[src/hw/vuf_fault_map.vh]
`ifndef VUF_FAULT_MAP_VH
`define VUF_FAULT_MAP_VH

// Command codes
`define VUF_CMD_UV_WARN 8'h43
`define VUF_CMD_UV_ACTION 8'h45
`define VUF_CMD_OC_LIMIT 8'h46

// Reset values
`define VUF_RST_UV_WARN 16'h0067
`define VUF_RST_UV_ACTION 8'h40
`define VUF_RST_OC_LIMIT 16'h081E

// Response byte fields
`define VUF_ACT_HI 7
`define VUF_ACT_LO 6
`define VUF_RETRY_HI 5
`define VUF_RETRY_LO 3
`define VUF_DLY_HI 1
`define VUF_DLY_LO 0
`define VUF_ACT_CONTINUE 2'h0
`define VUF_ACT_DELAYED 2'h1
`define VUF_RETRY_LATCH 3'h0
`define VUF_RETRY_HICCUP 3'h7

// Peak limit fields
`define VUF_EXP_HI 15
`define VUF_EXP_LO 11
`define VUF_MANT_HI 10
`define VUF_MANT_LO 0
`define VUF_OC_EXP 5'h01
`define VUF_OC_MANT_MIN 11'h001
`define VUF_OC_MANT_MAX 11'h01F

// Limit-percentage command field for the under-voltage level
`define VUF_PCT_UV_HI 5
`define VUF_PCT_UV_LO 3

// Status bit positions
`define VUF_SV_UV_WARN 6
`define VUF_SV_UV_FAULT 4
`define VUF_SI_OC_PEAK 7
`define VUF_SC_INVALID 6
`define VUF_SW_VOUT 15
`define VUF_SW_IOUT 14

// Timing
`define VUF_CLK_NS 100
`define VUF_DLY0_NS 6250
`define VUF_DLY1_NS 7500
`define VUF_DLY2_NS 8750
`define VUF_DLY3_NS 10000
`define VUF_HICCUP_MS 1000

`endif

[src/hw/vuf_pin_sync.v]
`timescale 1ns/1ns
module vuf_pin_sync #(
  parameter W = 2
) (
  // Clock and reset
  input wire core_clk_in,
  input wire rst_in,
  input wire clk_en_in,
  // Pins
  input wire [W-1:0] pin_in,
  output wire [W-1:0] level_out
);
  reg [W-1:0] s1;
  reg [W-1:0] s2;
  reg [W-1:0] s3;
  reg [W-1:0] level;

  genvar i;
  generate
    for (i = 0; i < W; i = i + 1) begin : g_bit
      // Stage one feeds stage two only; a change counts once two and three agree
      always @(posedge core_clk_in or posedge rst_in) begin
        if (rst_in) begin
          s1[i] <= 1'b0;
          s2[i] <= 1'b0;
          s3[i] <= 1'b0;
          level[i] <= 1'b0;
        end else if (clk_en_in) begin
          s1[i] <= pin_in[i];
          s2[i] <= s1[i];
          s3[i] <= s2[i];
          if (s2[i] == s3[i]) begin
            level[i] <= s3[i];
          end
        end
      end
    end
  endgenerate

  assign level_out = level;
endmodule

[src/hw/vuf_resp_timer.v]
`timescale 1ns/1ns
`include "vuf_fault_map.vh"
module vuf_resp_timer (
  // Clock and reset
  input wire core_clk_in,
  input wire rst_in,
  input wire clk_en_in,
  // Fault and policy
  input wire fault_in,
  input wire [1:0] action_in,
  input wire [2:0] retry_in,
  input wire [1:0] dly_sel_in,
  input wire [23:0] hiccup_cycles_in,
  // Control
  input wire clear_in,
  input wire run_cmd_in,
  input wire shutdown_in,
  output reg power_on_out
);
  localparam [1:0] ST_RUN = 2'h0;
  localparam [1:0] ST_DELAY = 2'h1;
  localparam [1:0] ST_LATCH = 2'h2;
  localparam [1:0] ST_HICCUP = 2'h3;

  // Least times round up to whole cycles
  localparam integer DLY0_N = (`VUF_DLY0_NS + `VUF_CLK_NS - 1) / `VUF_CLK_NS;
  localparam integer DLY1_N = (`VUF_DLY1_NS + `VUF_CLK_NS - 1) / `VUF_CLK_NS;
  localparam integer DLY2_N = (`VUF_DLY2_NS + `VUF_CLK_NS - 1) / `VUF_CLK_NS;
  localparam integer DLY3_N = (`VUF_DLY3_NS + `VUF_CLK_NS - 1) / `VUF_CLK_NS;
  localparam [23:0] DLY0 = DLY0_N[23:0];
  localparam [23:0] DLY1 = DLY1_N[23:0];
  localparam [23:0] DLY2 = DLY2_N[23:0];
  localparam [23:0] DLY3 = DLY3_N[23:0];

  reg [1:0] state;
  reg [23:0] cnt;
  reg [1:0] next_state;
  reg [23:0] next_cnt;
  reg [23:0] dly_cycles;

  always @* begin
    case (dly_sel_in)
      2'h0: dly_cycles = DLY0;
      2'h1: dly_cycles = DLY1;
      2'h2: dly_cycles = DLY2;
      default: dly_cycles = DLY3;
    endcase
  end

  always @* begin
    next_state = state;
    next_cnt = cnt;
    if (!run_cmd_in || shutdown_in) begin
      // Commanded off or shut by another fault: stop and drop any retry
      next_state = ST_RUN;
      next_cnt = 24'h000000;
    end else begin
      case (state)
        ST_RUN: begin
          if (fault_in && action_in == `VUF_ACT_DELAYED) begin
            next_state = ST_DELAY;
            next_cnt = dly_cycles - 24'h000001;
          end
        end
        ST_DELAY: begin
          if (!fault_in) begin
            next_state = ST_RUN;
          end else if (cnt == 24'h000000) begin
            if (retry_in == `VUF_RETRY_HICCUP) begin
              next_state = ST_HICCUP;
              next_cnt = hiccup_cycles_in - 24'h000001;
            end else begin
              next_state = ST_LATCH;
            end
          end else begin
            next_cnt = cnt - 24'h000001;
          end
        end
        ST_LATCH: begin
          if (clear_in) begin
            next_state = ST_RUN;
          end
        end
        ST_HICCUP: begin
          if (cnt == 24'h000000) begin
            next_state = ST_RUN;
          end else begin
            next_cnt = cnt - 24'h000001;
          end
        end
        default: next_state = ST_RUN;
      endcase
    end
  end

  always @(posedge core_clk_in or posedge rst_in) begin
    if (rst_in) begin
      state <= ST_RUN;
      cnt <= 24'h000000;
      power_on_out <= 1'b0;
    end else if (clk_en_in) begin
      state <= next_state;
      cnt <= next_cnt;
      // Continue mode never reaches the off states
      power_on_out <= run_cmd_in && !shutdown_in &&
        (next_state == ST_RUN || next_state == ST_DELAY);
    end
  end
endmodule

[src/hw/vuf_fault_cmds.v]
`timescale 1ns/1ns
`include "vuf_fault_map.vh"
// Operation
// - Hold 16-bit unsigned under-voltage warning threshold
// - Output below warning sets status bit six
// - Fault level comes from percentage bits 5:3
// - Under-voltage fault sets word, vout bits, alert
// - Fault bits stay set until cleared
// - Store-all snapshots these commands to nonvolatile
// - Response byte resets to 40 hex
// - Action 00 keeps converting during fault
// - Action 01 waits delay, then applies retry
// - Actions 10 and 11 flag invalid data
// - Retry 000 latches off until cleared
// - Retry 111 hiccups every second until stopped
// - Retry 001 to 110 flag invalid data
// - Delay bits 1:0 pick 6.25 to 10 us
// - High-side current at limit raises peak fault
// - Peak limit exponent fixed at one
// - Peak codes 0801 to 081F only, reset 081E
// - Unsupported encodings flag invalid on response and peak-limit commands only
module vuf_fault_cmds #(
  parameter HICCUP_CYCLES = `VUF_HICCUP_MS * 1000000 / `VUF_CLK_NS
) (
  // Clock and reset
  input wire core_clk_in,
  input wire rst_in,
  input wire clk_en_in,
  // Command port
  input wire [7:0] cmd_code_in,
  input wire [15:0] cmd_wdata_in,
  input wire cmd_wr_in,
  input wire cmd_rd_in,
  output reg [15:0] rd_data_out,
  output reg rd_valid_out,
  // System control
  input wire clear_faults_in,
  input wire store_all_in,
  input wire run_cmd_in,
  input wire other_fault_off_in,
  input wire [15:0] output_limit_percentage_cmd_in,
  input wire [15:0] vout_code_in,
  // Analog comparator pins
  input wire uv_fault_det_in,
  input wire oc_peak_det_in,
  // Comparator settings
  output reg [2:0] uv_level_sel_out,
  output reg [10:0] iout_peak_limit_code_out,
  // Status
  output reg [7:0] status_vout_out,
  output reg [7:0] status_iout_out,
  output reg [7:0] status_cml_out,
  output reg [15:0] status_word_out,
  output reg host_alert_output_n_out,
  // Power stage
  output wire power_enable_out,
  // Nonvolatile store
  output reg nvm_store_out,
  output reg [39:0] nvm_data_out
);
  // Counter is 24 bits; the one-second default still fits
  localparam integer HICCUP_N = HICCUP_CYCLES;
  localparam [23:0] HICCUP_CNT = HICCUP_N[23:0];

  reg [15:0] vout_under_warn_threshold;
  reg [7:0] vout_under_fault_action;
  reg [15:0] iout_peak_fault_threshold;

  wire [1:0] det_level;
  wire uv_fault;
  wire oc_peak;

  reg action_ok;
  reg limit_ok;
  reg wr_invalid;
  reg [15:0] next_rd_data;

  reg uv_warn_set;
  reg [7:0] next_status_vout;
  reg [7:0] next_status_iout;
  reg [7:0] next_status_cml;

  // Comparators are asynchronous to the core clock
  vuf_pin_sync #(
    .W(2)
  ) u_sync (
    .core_clk_in(core_clk_in),
    .rst_in(rst_in),
    .clk_en_in(clk_en_in),
    .pin_in({oc_peak_det_in, uv_fault_det_in}),
    .level_out(det_level)
  );

  assign uv_fault = det_level[0];
  assign oc_peak = det_level[1];

  vuf_resp_timer u_timer (
    .core_clk_in(core_clk_in),
    .rst_in(rst_in),
    .clk_en_in(clk_en_in),
    .fault_in(uv_fault),
    .action_in(vout_under_fault_action[`VUF_ACT_HI:`VUF_ACT_LO]),
    .retry_in(vout_under_fault_action[`VUF_RETRY_HI:`VUF_RETRY_LO]),
    .dly_sel_in(vout_under_fault_action[`VUF_DLY_HI:`VUF_DLY_LO]),
    .hiccup_cycles_in(HICCUP_CNT),
    .clear_in(clear_faults_in),
    .run_cmd_in(run_cmd_in),
    .shutdown_in(other_fault_off_in),
    .power_on_out(power_enable_out)
  );

  // Encoding checks
  always @* begin
    action_ok = (cmd_wdata_in[`VUF_ACT_HI:`VUF_ACT_LO] == `VUF_ACT_CONTINUE ||
      cmd_wdata_in[`VUF_ACT_HI:`VUF_ACT_LO] == `VUF_ACT_DELAYED) &&
      (cmd_wdata_in[`VUF_RETRY_HI:`VUF_RETRY_LO] == `VUF_RETRY_LATCH ||
      cmd_wdata_in[`VUF_RETRY_HI:`VUF_RETRY_LO] == `VUF_RETRY_HICCUP);
    limit_ok = (cmd_wdata_in[`VUF_EXP_HI:`VUF_EXP_LO] == `VUF_OC_EXP) &&
      (cmd_wdata_in[`VUF_MANT_HI:`VUF_MANT_LO] >= `VUF_OC_MANT_MIN) &&
      (cmd_wdata_in[`VUF_MANT_HI:`VUF_MANT_LO] <= `VUF_OC_MANT_MAX);
    wr_invalid = 1'b0;
    if (cmd_wr_in) begin
      case (cmd_code_in)
        `VUF_CMD_UV_ACTION: wr_invalid = !action_ok;
        `VUF_CMD_OC_LIMIT: wr_invalid = !limit_ok;
        default: wr_invalid = 1'b0;
      endcase
    end
  end

  // Command writes; a rejected value leaves the old one in place
  always @(posedge core_clk_in or posedge rst_in) begin
    if (rst_in) begin
      vout_under_warn_threshold <= `VUF_RST_UV_WARN;
      vout_under_fault_action <= `VUF_RST_UV_ACTION;
      iout_peak_fault_threshold <= `VUF_RST_OC_LIMIT;
    end else if (clk_en_in && cmd_wr_in) begin
      case (cmd_code_in)
        `VUF_CMD_UV_WARN: begin
          vout_under_warn_threshold <= cmd_wdata_in;
        end
        `VUF_CMD_UV_ACTION: begin
          if (action_ok) begin
            vout_under_fault_action <= cmd_wdata_in[7:0];
          end
        end
        `VUF_CMD_OC_LIMIT: begin
          if (limit_ok) begin
            iout_peak_fault_threshold <= cmd_wdata_in;
          end
        end
        default: begin
        end
      endcase
    end
  end

  // Read path
  always @* begin
    case (cmd_code_in)
      `VUF_CMD_UV_WARN: next_rd_data = vout_under_warn_threshold;
      `VUF_CMD_UV_ACTION: next_rd_data = {8'h00, vout_under_fault_action};
      `VUF_CMD_OC_LIMIT: next_rd_data = iout_peak_fault_threshold;
      default: next_rd_data = 16'h0000;
    endcase
  end

  always @(posedge core_clk_in or posedge rst_in) begin
    if (rst_in) begin
      rd_data_out <= 16'h0000;
      rd_valid_out <= 1'b0;
    end else if (clk_en_in) begin
      rd_valid_out <= cmd_rd_in;
      if (cmd_rd_in) begin
        rd_data_out <= next_rd_data;
      end
    end
  end

  // Sticky status; a new event wins over a clear in the same cycle
  always @* begin
    uv_warn_set = vout_code_in < vout_under_warn_threshold;
    next_status_vout = clear_faults_in ? 8'h00 : status_vout_out;
    next_status_iout = clear_faults_in ? 8'h00 : status_iout_out;
    next_status_cml = clear_faults_in ? 8'h00 : status_cml_out;
    if (uv_warn_set) begin
      next_status_vout[`VUF_SV_UV_WARN] = 1'b1;
    end
    if (uv_fault) begin
      next_status_vout[`VUF_SV_UV_FAULT] = 1'b1;
    end
    if (oc_peak) begin
      next_status_iout[`VUF_SI_OC_PEAK] = 1'b1;
    end
    if (wr_invalid) begin
      next_status_cml[`VUF_SC_INVALID] = 1'b1;
    end
  end

  always @(posedge core_clk_in or posedge rst_in) begin
    if (rst_in) begin
      status_vout_out <= 8'h00;
      status_iout_out <= 8'h00;
      status_cml_out <= 8'h00;
      status_word_out <= 16'h0000;
      host_alert_output_n_out <= 1'b1;
    end else if (clk_en_in) begin
      status_vout_out <= next_status_vout;
      status_iout_out <= next_status_iout;
      status_cml_out <= next_status_cml;
      status_word_out <= 16'h0000;
      status_word_out[`VUF_SW_VOUT] <= |next_status_vout;
      status_word_out[`VUF_SW_IOUT] <= |next_status_iout;
      // Alert follows any sticky bit, so it also holds until cleared
      host_alert_output_n_out <= !(|next_status_vout || |next_status_iout ||
        |next_status_cml);
    end
  end

  // Comparator settings and nonvolatile snapshot
  always @(posedge core_clk_in or posedge rst_in) begin
    if (rst_in) begin
      uv_level_sel_out <= 3'h0;
      iout_peak_limit_code_out <= 11'h000;
      nvm_store_out <= 1'b0;
      nvm_data_out <= 40'h0000000000;
    end else if (clk_en_in) begin
      uv_level_sel_out <=
        output_limit_percentage_cmd_in[`VUF_PCT_UV_HI:`VUF_PCT_UV_LO];
      iout_peak_limit_code_out <=
        iout_peak_fault_threshold[`VUF_MANT_HI:`VUF_MANT_LO];
      nvm_store_out <= store_all_in;
      if (store_all_in) begin
        nvm_data_out <= {vout_under_warn_threshold, vout_under_fault_action,
          iout_peak_fault_threshold};
      end
    end
  end
endmodule

[config.mk]
export PLATFORM = sky130hd
export DESIGN_NAME = vuf_fault_cmds
export DESIGN_NICKNAME = d
export VERILOG_FILES = /design/src/hw/vuf_pin_sync.v /design/src/hw/vuf_resp_timer.v /design/src/hw/vuf_fault_cmds.v
export VERILOG_INCLUDE_DIRS = /design/src /design/src/hw
export SDC_FILE = /design/constraint.sdc
export NUM_CORES = 1
export LEC_CHECK = 0
export BUFFER_PORTS_ARGS = -buffer_cell sky130_fd_sc_hd__buf_2
export CAP_MARGIN = 20
export CORE_AREA = 2 2 125 157
export DETAILED_ROUTE_END_ITERATION = 16
export DIE_AREA = 0 0 127 159
export PLACE_DENSITY = 0.67
export SETUP_SLACK_MARGIN = 0.2
export SYNTH_ARGS = -nofsm -noshare
export SYNTH_HDL_FRONTEND = slang
export SYNTH_SLANG_ARGS = --single-unit
export TNS_END_PERCENT = 100
[constraint.sdc]
create_clock -name core_clk_in -period 10 [get_ports core_clk_in]
set_input_delay 1.5 -clock core_clk_in [delete_from_list [all_inputs] [get_ports core_clk_in]]
set_output_delay 1.5 -clock core_clk_in [all_outputs]
set_load 0.01 [all_outputs]
==> flow_summary.toml <==
[detailed_routing]
vias_per_cell = 5.58
final_antenna_net_count = 0
first_pass_iters = 5
via_count = 6446
drcViolationCount = 0
first_iter_violations = 452
avgRoutedWirePerCell_um = 18.2
routed_wl_mm = 21.1

[sta]
timing.final.ws_setup_ns = 6.36
report.final.slew_viol_count = 0
fin_skew_ns = 0.00824
post-route-min-period_ns = 3.64
tns_ns = 0
rsz0062_at_grt = "no"
clock.fmax_ghz = 0.275
slew_headroom = 0.368
setup_viol = 0
finalHoldViolations = 0
post-route-period-util = 0.364
worstMarginPinSlew_ns = 0.947

[pwr]
worst_ir_drop_vdd_mv = 0.113
p_per_area_mw_per_mm2 = 158
p_leak_nw = 4.84
power.total_w = 0.00155

[global_routing]
overflow = 0
grt_pass1_vias = 6329
grt_pass1_wl_mm = 33.9
antenna_found_initial = 7
grt_usage = 0.212
grt_max_degree = 98

[logic_synthesis]
ys_warn_count = 0
synth_edf_count = 0
synth-seq-cells = 174
synth-seq-area-share = 0.528
ys_types = 72
async_flop_share = 1.00
avgSynthCellArea_um2 = 10.8
yosys_most_used_dff = "dfrtp_1"
synth_area_mm2 = 0.00828
synthCells = 765

[floorplanning]
start_util = 0.444
coreArea_mm2 = 0.0186
die_x_um = 127
dieArea_mm2 = 0.0202
die_h_um = 159
io_pins = 181
rows = 56

[clock_tree]
clockRootBuffer = "clkbuf_16"
cts_sinks = 174
cts.repair.resized = 0
cts_buffer_depth = 2
postCtsHoldBufs = 0
clk_pin_slew_ns = 0.07
cts_setup_buffers = 0
clk_latency_ns = 0.43
cts_tree = "yes"
cts_buffers = 17
htree_num_levels = 4

[critical_path]
critPathBufInv = 1
cp-end-kind = "flop"
crit_path_cell_trace = "buf_2, nor4bb_1, and4b_1, nand3_1, mux2_2"
arrival_ns = 3.95
reg2reg_slack_ns = 6.93
worstPathMaxFanout = 18
crit_path_start_kind = "input port"
worstSetupPathType = "in2reg"
timing.rr.start = "u_timer.cnt[0]$_DFFE_PP0P_"
reg2reg_depth = 7
r2r_end = "u_timer.cnt[7]$_DFFE_PP0P_"
cp_slowest_cell = "nand3_1"
path_delay_family = "simple AND/OR/NAND/NOR gates"
crit_required_ns = 10.32
slowest_delay_ns = 0.76

[worst_hold_path]
hold_start = "nvm_data_out[27]$_DFFE_PP0P_"
min_path_cells = 2
min_to = "nvm_data_out[27]$_DFFE_PP0P_"
hp-class = "reg2reg"

[layout]
final_area_mm2 = 0.00983
nets = 993
syn2layout_area_growth_pct = 18.8
finalNonFillerCells = 1155
drive_gt1_frac = 0.317

[run_status]
status = "completed"

[placement]
routabilityCongestion = 0.899
post-place-ws_ns = 5.93
post-dp-hpwl_mm = 14.8
port_buffers = 153
dp.cells = 1117
placed_cell_area_mm2 = 0.00919

[flow_run]
max_cap_violations = 0
==> cell families after synthesis <==
group | synth area share
flip-flops | 0.528
buffers and inverters | 0.0500
multiplexers | 0.0925
AND/OR/NAND/NOR | 0.148
adder cells (fa/ha/maj) | 0.0318
other | 0.000453
XOR/XNOR | 0.00212
AO/OA/AOI/OAI | 0.147
==> synth_stat cells, drive strengths merged, types with 4 or more instances <==
library cell,count,share of area
clkbuf,33,0.015
dfstp,12,0.038
nand2b,5,0.0038
buf,20,0.016
a31oi,7,0.0053
a22oi,8,0.0073
o2111ai,4,0.0042
or2,5,0.0041
nand2,67,0.030
or4,10,0.010
nor3,11,0.0073
dfrtp,162,0.49
o211ai,21,0.020
and2,24,0.018
mux2,68,0.093
nor2b,17,0.013
nand4,5,0.0038
o221ai,9,0.010
inv,41,0.019
o21ai,56,0.034
nor4,18,0.015
nand3,12,0.0073
or3,6,0.0045
and4,4,0.0042
a21oi,29,0.018
a22o,9,0.0095
o311ai,4,0.0042
ha,21,0.032
and3,4,0.0030
nor2,23,0.010
o21a,4,0.0036
==> report_power, final <==
part | leakage (nW) | switching, W | internal (W)
sequential | 2.34 | 0.0000214 | 0.000727
clock | 0.286 | 0.000315 | 0.000357
combinational | 2.22 | 0.0000817 | 0.0000500
total | 4.84 | 0.000418 | 0.00113
==> registers in the layout, summed over array words and instances, names as in the netlist, 11 cells and up <==
name	count
nvm_data_out	40
u_timer.cnt	24
iout_peak_fault_threshold	16
rd_data_out	16
vout_under_warn_threshold	16
iout_peak_limit_code_out	11
==> area by class of cell <==
cell class	instances	area, um^2
clock buffer	17	425
sequential	174	4370
clock inverter	15	173
fill	1669	8810
multi-input combinational	509	3550
timing repair buffer	161	846
antenna	5	12.5
tap	232	290
inverter	42	163
==> metrics by stage <==
| step | hold slack [ns] | util |
|---|---|---|
| 6_report | 0.474 | 0.527 |
| 5_1_grt | 0.503 | 0.527 |
| 2_1_floorplan | 0.459 | - |
| 3_5_place_dp | 0.464 | 0.493 |
| 3_3_place_gp | 0.459 | 0.493 |
| 4_1_cts | 0.480 | 0.525 |
==> placed cells by master (no fill, tap or decap), drive strengths merged, types with 10 or more instances in the layout <==
master,count
dfrtp,162
buf,161
mux2,68
nand2,67
o21ai,56
inv,48
a21oi,29
and2,24
nor2,23
ha,21
o211ai,21
nor4,18
nor2b,17
clkbuf,17
conb,14
nand3,12
dfstp,12
nor3,11
or4,10
==> worst register-to-register path: cells and delay by family (launching register included) <==
kind / cells / cell delay [ns]
buffers and inverters: 1 / 0.07
adders and majority gates: 1 / 0.21
DFF: 1 / 0.41
and+or+nand+nor: 4 / 2.01
AOI/OAI and AO/OA: 1 / 0.22
==> worst max path at each step <==
stage | startpoint | to | slack, ns | cells past startpoint
2_1_floorplan | rst_in | iout_peak_fault_threshold[0]$_DFFE_PP0P_ | 3.80 | 1
3_3_place_gp | cmd_code_in[5] | vout_under_warn_threshold[15]$_DFFE_PP0P_ | 5.95 | 5
3_5_place_dp | cmd_code_in[5] | vout_under_warn_threshold[7]$_DFFE_PP0P_ | 5.93 | 5
4_1_cts | cmd_code_in[5] | vout_under_warn_threshold[7]$_DFFE_PP0P_ | 6.38 | 5
5_1_grt | cmd_code_in[5] | vout_under_warn_threshold[7]$_DFFE_PP0P_ | 6.12 | 5
6_report | cmd_code_in[5] | vout_under_warn_threshold[7]$_DFFE_PP0P_ | 6.36 | 5
==> per-layer routing <==
metal	vias to the layer above	track usage	wire length (um)
met4	4	0.0854	576
li1	3030	-	-
met1	3163	0.278	8830
met5	-	0	25
met3	45	0.0585	1400
met2	204	0.333	10200
(Power assumes the default switching activity.)
